<file path="src/logic/kwi_pkg.sv">
/*
 * Constants, register map and bus carrier types for the port-D keypad
 * wake interrupt block.
 * Assumes a classic Wishbone master with 32-bit data and byte addresses.
 */
// What this block does
// - eight enable bits each make one pin an interrupt source; reset clears
// - an enabled pin also has its internal pull-up switched on
// - in edge-and-level mode a low level on an enabled pin latches a keypad request
// - request latches when any enabled pin falls after all were high
// - edge-only mode ignores a fall while another enabled pin is low
// - edge-and-level mode holds the request while any enabled pin is low
// - level mode clears only on an acknowledge given after all pins are high
// - vector fetch or software acknowledge write clears the request
// - a falling edge after the acknowledge write latches a new request
// - unmasked request goes to the CPU, vector at FFEA and FFEB
// - edge-only mode clears the request at once on acknowledge
// - reset clears request and sensitivity even with a pin held low
// - pending flag shows the request whatever the mask says
// - an enabled pin is forced to input, overriding its direction bit
// - status bits seven to four read as zero
// - pending flag reads one while a request is pending; reset clears
// - acknowledge bit is write-only, reads zero, reset clears
// - mask bit one blocks the CPU interrupt; reset clears it
// - sensitivity bit one is edge and level, zero is edge only
package kwi_pkg;
   localparam int unsigned PINS = 8;
   localparam logic [3:0] OFS_STATUS_CONTROL = 4'h0;
   localparam logic [3:0] OFS_PIN_ENABLE = 4'h4;
   localparam int unsigned BIT_SENS = 0;
   localparam int unsigned BIT_MASK = 1;
   localparam int unsigned BIT_ACK = 2;
   localparam int unsigned BIT_PEND = 3;
   localparam logic [7:0] RST_STATUS_CONTROL = 8'h00;
   localparam logic [7:0] RST_PIN_ENABLE = 8'h00;
   localparam logic [15:0] VECTOR_ADDR = 16'hFFEA;

   typedef struct packed {
      logic cyc;
      logic stb;
      logic we;
      logic [3:0] adr;
      logic [3:0] sel;
      logic [31:0] dat;
   } kwi_wb_req_s;

   typedef struct packed {
      logic ack;
      logic [31:0] dat;
   } kwi_wb_rsp_s;
endpackage : kwi_pkg

</file>
<file path="src/logic/kwi_top.sv">
/*
 * Port-D keypad wake interrupt: pin synchroniser, request latch,
 * status/control and pin enable registers on a Wishbone slave.
 * Assumes pins are asynchronous and the CPU pulses i_vector_fetch for one
 * cycle when it fetches this interrupt's vector.
 */
// Our own choices: the register addresses and register access over Wishbone.
`timescale 1ns/1ps
module kwi_top #(
   parameter int unsigned NPINS = kwi_pkg::PINS
) (
   input wire logic i_ref_clk,
   input wire logic i_resetn,
   input wire kwi_pkg::kwi_wb_req_s i_wb,
   output kwi_pkg::kwi_wb_rsp_s o_wb,
   input wire logic [NPINS-1:0] i_keypad_pin,
   input wire logic i_vector_fetch,
   output logic [NPINS-1:0] o_pullup_en,
   output logic [NPINS-1:0] o_force_input,
   output logic o_irq
);
   import kwi_pkg::*;

   // -------------------------------------------------------------
   // pin synchroniser
   // -------------------------------------------------------------
   logic [NPINS-1:0] pin_meta_ff;
   logic [NPINS-1:0] pin_sync_ff;
   always_ff @(posedge i_ref_clk) begin
      if (!i_resetn) begin
         pin_meta_ff <= '1;
         pin_sync_ff <= '1;
      end else begin
         pin_meta_ff <= i_keypad_pin;
         pin_sync_ff <= pin_meta_ff;
      end
   end

   // -------------------------------------------------------------
   // registers
   // -------------------------------------------------------------
   logic [NPINS-1:0] pin_irq_enable_bits_ff;
   logic request_mask_ff;
   logic sensitivity_select_ff;
   logic pending_ff;
   logic wb_ack_ff;
   logic [31:0] wb_dat_ff;

   logic bus_hit;
   logic wr_status;
   logic wr_enable;
   logic request_acknowledge;
   assign bus_hit = i_wb.cyc && i_wb.stb && !wb_ack_ff;
   assign wr_status = bus_hit && i_wb.we && i_wb.sel[0]
      && i_wb.adr == OFS_STATUS_CONTROL;
   assign wr_enable = bus_hit && i_wb.we && i_wb.sel[0]
      && i_wb.adr == OFS_PIN_ENABLE;
   // write-only strobe, nothing stored
   assign request_acknowledge = wr_status && i_wb.dat[BIT_ACK];

   always_ff @(posedge i_ref_clk) begin
      if (!i_resetn) begin
         pin_irq_enable_bits_ff <= RST_PIN_ENABLE[NPINS-1:0];
      end else if (wr_enable) begin
         pin_irq_enable_bits_ff <= i_wb.dat[NPINS-1:0];
      end
   end

   always_ff @(posedge i_ref_clk) begin
      if (!i_resetn) begin
         request_mask_ff <= RST_STATUS_CONTROL[BIT_MASK];
         sensitivity_select_ff <= RST_STATUS_CONTROL[BIT_SENS];
      end else if (wr_status) begin
         request_mask_ff <= i_wb.dat[BIT_MASK];
         sensitivity_select_ff <= i_wb.dat[BIT_SENS];
      end
   end

   // -------------------------------------------------------------
   // request latch
   // -------------------------------------------------------------
   // disabled pins count as high so they never block the AND
   logic all_high;
   logic all_high_d_ff;
   logic fall_event;
   logic clear_req;
   logic nxt_pending;
   assign all_high = &(pin_sync_ff | ~pin_irq_enable_bits_ff);

   always_ff @(posedge i_ref_clk) begin
      if (!i_resetn) begin
         all_high_d_ff <= 1'b1;
      end else begin
         all_high_d_ff <= all_high;
      end
   end

   // fall only when all were high; a second pin falling finds one low
   assign fall_event = all_high_d_ff && !all_high;
   assign clear_req = request_acknowledge || i_vector_fetch;

   always_comb begin
      nxt_pending = pending_ff;
      if (clear_req) begin
         // edge mode clears at once; level mode clears only if all pins are already high
         nxt_pending = sensitivity_select_ff && !all_high;
      end
      if (sensitivity_select_ff && !all_high && !pending_ff && !clear_req) begin
         nxt_pending = 1'b1;
      end
      // a new edge wins over a simultaneous acknowledge
      if (fall_event) begin
         nxt_pending = 1'b1;
      end
   end

   always_ff @(posedge i_ref_clk) begin
      if (!i_resetn) begin
         pending_ff <= 1'b0;
      end else begin
         pending_ff <= nxt_pending;
      end
   end

   // -------------------------------------------------------------
   // outputs and bus answer
   // -------------------------------------------------------------
   always_ff @(posedge i_ref_clk) begin
      if (!i_resetn) begin
         o_irq <= 1'b0;
         o_pullup_en <= '0;
         o_force_input <= '0;
      end else begin
         o_irq <= nxt_pending && !request_mask_ff;
         o_pullup_en <= pin_irq_enable_bits_ff;
         o_force_input <= pin_irq_enable_bits_ff;
      end
   end

   // one-wait-state answer; unmapped reads give zero
   always_ff @(posedge i_ref_clk) begin
      if (!i_resetn) begin
         wb_ack_ff <= 1'b0;
         wb_dat_ff <= 32'h0000_0000;
      end else begin
         wb_ack_ff <= bus_hit;
         wb_dat_ff <= 32'h0000_0000;
         if (bus_hit && !i_wb.we) begin
            unique case (i_wb.adr)
               OFS_STATUS_CONTROL: begin
                  // upper nibble and acknowledge read zero
                  wb_dat_ff[BIT_PEND] <= pending_ff;
                  wb_dat_ff[BIT_MASK] <= request_mask_ff;
                  wb_dat_ff[BIT_SENS] <= sensitivity_select_ff;
               end
               OFS_PIN_ENABLE: begin
                  wb_dat_ff[NPINS-1:0] <= pin_irq_enable_bits_ff;
               end
               default: begin
                  wb_dat_ff <= 32'h0000_0000;
               end
            endcase
         end
      end
   end

   assign o_wb.ack = wb_ack_ff;
   assign o_wb.dat = wb_dat_ff;
endmodule : kwi_top

</file>
<file path="config.mk">
export PLATFORM = sky130hd
export DESIGN_NAME = kwi_top
export DESIGN_NICKNAME = d
export VERILOG_FILES = /design/src/logic/kwi_pkg.sv /design/src/logic/kwi_top.sv
export SDC_FILE = /design/constraint.sdc
export NUM_CORES = 1
export LEC_CHECK = 0
export BUFFER_PORTS_ARGS = -buffer_cell sky130_fd_sc_hd__buf_2
export CAP_MARGIN = 20
export CORE_ASPECT_RATIO = 1.4
export CORE_MARGIN = 4
export CORE_UTILIZATION = 46
export CTS_BUF_LIST = sky130_fd_sc_hd__clkbuf_16
export DETAILED_ROUTE_END_ITERATION = 8
export PLACE_DENSITY = 0.84
export SLEW_MARGIN = 15
export SYNTH_ARGS = -nofsm -noshare
export SYNTH_HDL_FRONTEND = slang
export SYNTH_SLANG_ARGS = --single-unit
export TNS_END_PERCENT = 10
</file>
<file path="constraint.sdc">
create_clock -name i_ref_clk -period 2.2 [get_ports i_ref_clk]
set_input_delay 0 -clock i_ref_clk [delete_from_list [all_inputs] [get_ports i_ref_clk]]
set_output_delay 0 -clock i_ref_clk [all_outputs]
set_load 0.1 [all_outputs]
</file>
==> flow_metrics.env <==
export IMPL_initial_core_util_pct=48.3
export IMPL_antenna_found_initial=0
export IMPL_synth_largest_area_cell="dfxtp_1"
export IMPL_hold_ws_ns=0.0348
export IMPL_min_period_ns=1.40
export IMPL_r2r_end="wb_dat_ff[5]$_SDFF_PN0_"
export IMPL_grt_pass1_vias=1133
export IMPL_syn_area_per_cell_sq_um=9.89
export IMPL_dp_hpwl_um=2220
export IMPL_layout_cells_non_filler=285
export IMPL_grt_overflow_total=0
export IMPL_fp_coreArea_sq_um=3710
export IMPL_grt_usage_pct=13.3
export IMPL_gp_congestion=0.765
export IMPL_hold_viol=0
export IMPL_routed_via_density=4.32
export IMPL_grt_max_degree=39
export IMPL_cp_startpoint="wb_ack_ff$_SDFF_PN0_"
export IMPL_synth_seq_area_share_pct=51.4
export IMPL_tightest_slew_ns=0.635
export IMPL_drv_slew=0
export IMPL_finalSetupTns_ns=0
export IMPL_final_common_cell="buf_2"
export IMPL_multiInputGateArea_sq_um=619
export IMPL_synth_edf_count=0
export IMPL_post_route_period_util_pct=63.8
export IMPL_fillers=328
export IMPL_avgRoutedWirePerCell_um=10.7
export IMPL_yosysWarnings=0
export IMPL_reg2reg_slack_ns=0.80
export IMPL_rsz0062_at_grt="no"
export IMPL_h_tree_depth=2
export IMPL_hold_class="in -> reg"
export IMPL_relSlewSlack_pct=57.3
export IMPL_drc=0
export IMPL_antennaDiodeCount=0
export IMPL_drive_gt1_share_pct=26.7
export IMPL_synth_top_area_share_pct=51.4
export IMPL_area_delta_synth_final_pct=25.9
export IMPL_crit_fanout=5
export IMPL_cts_hold_fix_buffers=16
export IMPL_power_density_nw_per_um2=863
export IMPL_run_status="finished, final reports clean"
export IMPL_yosys_top_cells_area="dfxtp_1 (51%), buf_4 (14%), mux2i_1 (7.3%)"
export IMPL_netlist_instances=181
export IMPL_dieWidth_um=60.7
export IMPL_routed_wl_um=3040
export IMPL_skew_ns=0.00437
export IMPL_io_pins=104
export IMPL_detail_route_antenna_nets=0
export IMPL_fin_total_pwr_uw=1950
export IMPL_synthDistinctLibCells=28
export IMPL_grt_first_pass_wirelength_um=4770
export IMPL_critPathCapture="wb_dat_ff[5]$_SDFF_PN0_"
export IMPL_p_leak_uw=0.00117
export IMPL_critPathKind="reg -> reg"
export IMPL_clkSlewWorstSetupHoldPaths_ns=0.06
export IMPL_post_cts_buffers=0
export IMPL_post_route_util_pct=60.8
export IMPL_ys_ff_latch=46
export IMPL_clockBufferDepth=2
export IMPL_setup_viol=0
export IMPL_arrival_ns=1.63
export IMPL_r2r_start="wb_ack_ff$_SDFF_PN0_"
export IMPL_rows=26
export IMPL_async_flop_share_pct=0
export IMPL_port_buffers=52
export IMPL_rr_worst_depth=3
export IMPL_synth_main_ff_cell="dfxtp_1"
export IMPL_fmax_mhz=712
export IMPL_cts_resized=0
export IMPL_nets=296
export IMPL_drv_cap=0
export IMPL_first_iter_violations=15
export IMPL_insertion_delay_ns=0.28
export IMPL_cts_sinks=46
export IMPL_numCtsBuffers=5
export IMPL_startpoint_type="flop"
export IMPL_synth_area_sq_um=1790
export IMPL_tritoncts="done"
export IMPL_layout_common_cells="buf_2 (52), dfxtp_1 (46), conb_1 (24), inv_1 (19)"
export IMPL_root_buffer="clkbuf_16"
export IMPL_worstPathRequired_ns=2.43
export IMPL_end_kind="flop"
export IMPL_placed_cells=261
export IMPL_firstDrtPassIters=4
export IMPL_seq_area_sq_um=921
export IMPL_vias=1230
export IMPL_irDropWorstVdd_v=0.000739
export IMPL_fp_dieH_um=81.8
export IMPL_die_area_sq_um=4970
[registers in the layout (all words and copies together), names as in the netlist]
signal	cells
o_force_input	8
pending_ff	1
pin_irq_enable_bits_ff	8
request_mask_ff	1
pin_meta_ff	8
wb_dat_ff	8
pin_sync_ff	8
all_high_d_ff	1
wb_ack_ff	1
o_irq	1
sensitivity_select_ff	1
[metal layers]
metal / wire length (um) / part of all wire [%] / track usage (%)
met1: 1050 / 34 / 12.1
met2: 1640 / 54 / 24.0
met3: 250 / 8.2 / 5.03
met4: 104 / 3.4 / 8.46
met5: 0 / 0 / 0
[layout make-up]
cell class / instances / area share, %
sequential: 46 / 40.8
multi-input combinational: 102 / 27.5
timing repair buffer: 69 / 19.0
clock buffer: 5 / 5.55
inverter: 18 / 3.00
tap: 42 / 2.33
clock inverter: 3 / 1.83
[logic make-up after synthesis]
kind of cell | Yosys count | synth area share (%)
AO/OA/AOI/OAI | 8 | 2.93
buffers and inverters | 56 | 18.8
flip-flops | 46 | 51.4
multiplexers | 13 | 7.27
other | 1 | 0.209
AND/OR/NAND/NOR | 57 | 19.4
[critical path, cell delays in order, from the launching register on]
cell	delay, ns
dfxtp_1	0.32
nand4b_1	0.21
nor4_1	0.57
and3_1	0.24
[power by group]
group	internal (uW)	switching (uW)
sequential	848	3.56
clock	531	290
combinational	53.0	222
[through the flow]
| stage | instance area (sq um) | setup slack [ns] |
|---|---|---|
| 6_report | 2250 | 0.796 |
| 5_1_grt | 2250 | 0.636 |
| 4_1_cts | 2250 | 0.764 |
| 3_5_place_dp | 1930 | 0.769 |
| 3_3_place_gp | 1930 | 0.792 |
| 2_1_floorplan | 1880 | 0.844 |
[how the worst min path moves through the flow]
stage / from / slack, ns / end / cells past startpoint
2_1_floorplan: i_keypad_pin[0] / 0.10 / pin_meta_ff[0]$_SDFF_PN1_ / 1
3_3_place_gp: i_keypad_pin[3] / 0.18 / pin_meta_ff[3]$_SDFF_PN1_ / 2
3_5_place_dp: i_keypad_pin[7] / 0.18 / pin_meta_ff[7]$_SDFF_PN1_ / 2
4_1_cts: i_resetn / 0.04 / wb_ack_ff$_SDFF_PN0_ / 3
5_1_grt: i_resetn / 0.06 / wb_ack_ff$_SDFF_PN0_ / 3
6_report: i_resetn / 0.03 / wb_ack_ff$_SDFF_PN0_ / 3
[synth_stat cells, types with 2 or more instances]
| master | n |
|---|---|
| dfxtp_1 | 46 |
| buf_4 | 33 |
| inv_1 | 18 |
| nand2_1 | 17 |
| nand2b_1 | 17 |
| mux2i_1 | 13 |
| and3_1 | 5 |
| o22ai_1 | 5 |
| nor2_1 | 3 |
| buf_2 | 2 |
| clkbuf_1 | 2 |
| nand3b_1 | 2 |
| nor2b_1 | 2 |
| nor4_1 | 2 |
No activity file was read; power rests on OpenSTA's default activity.
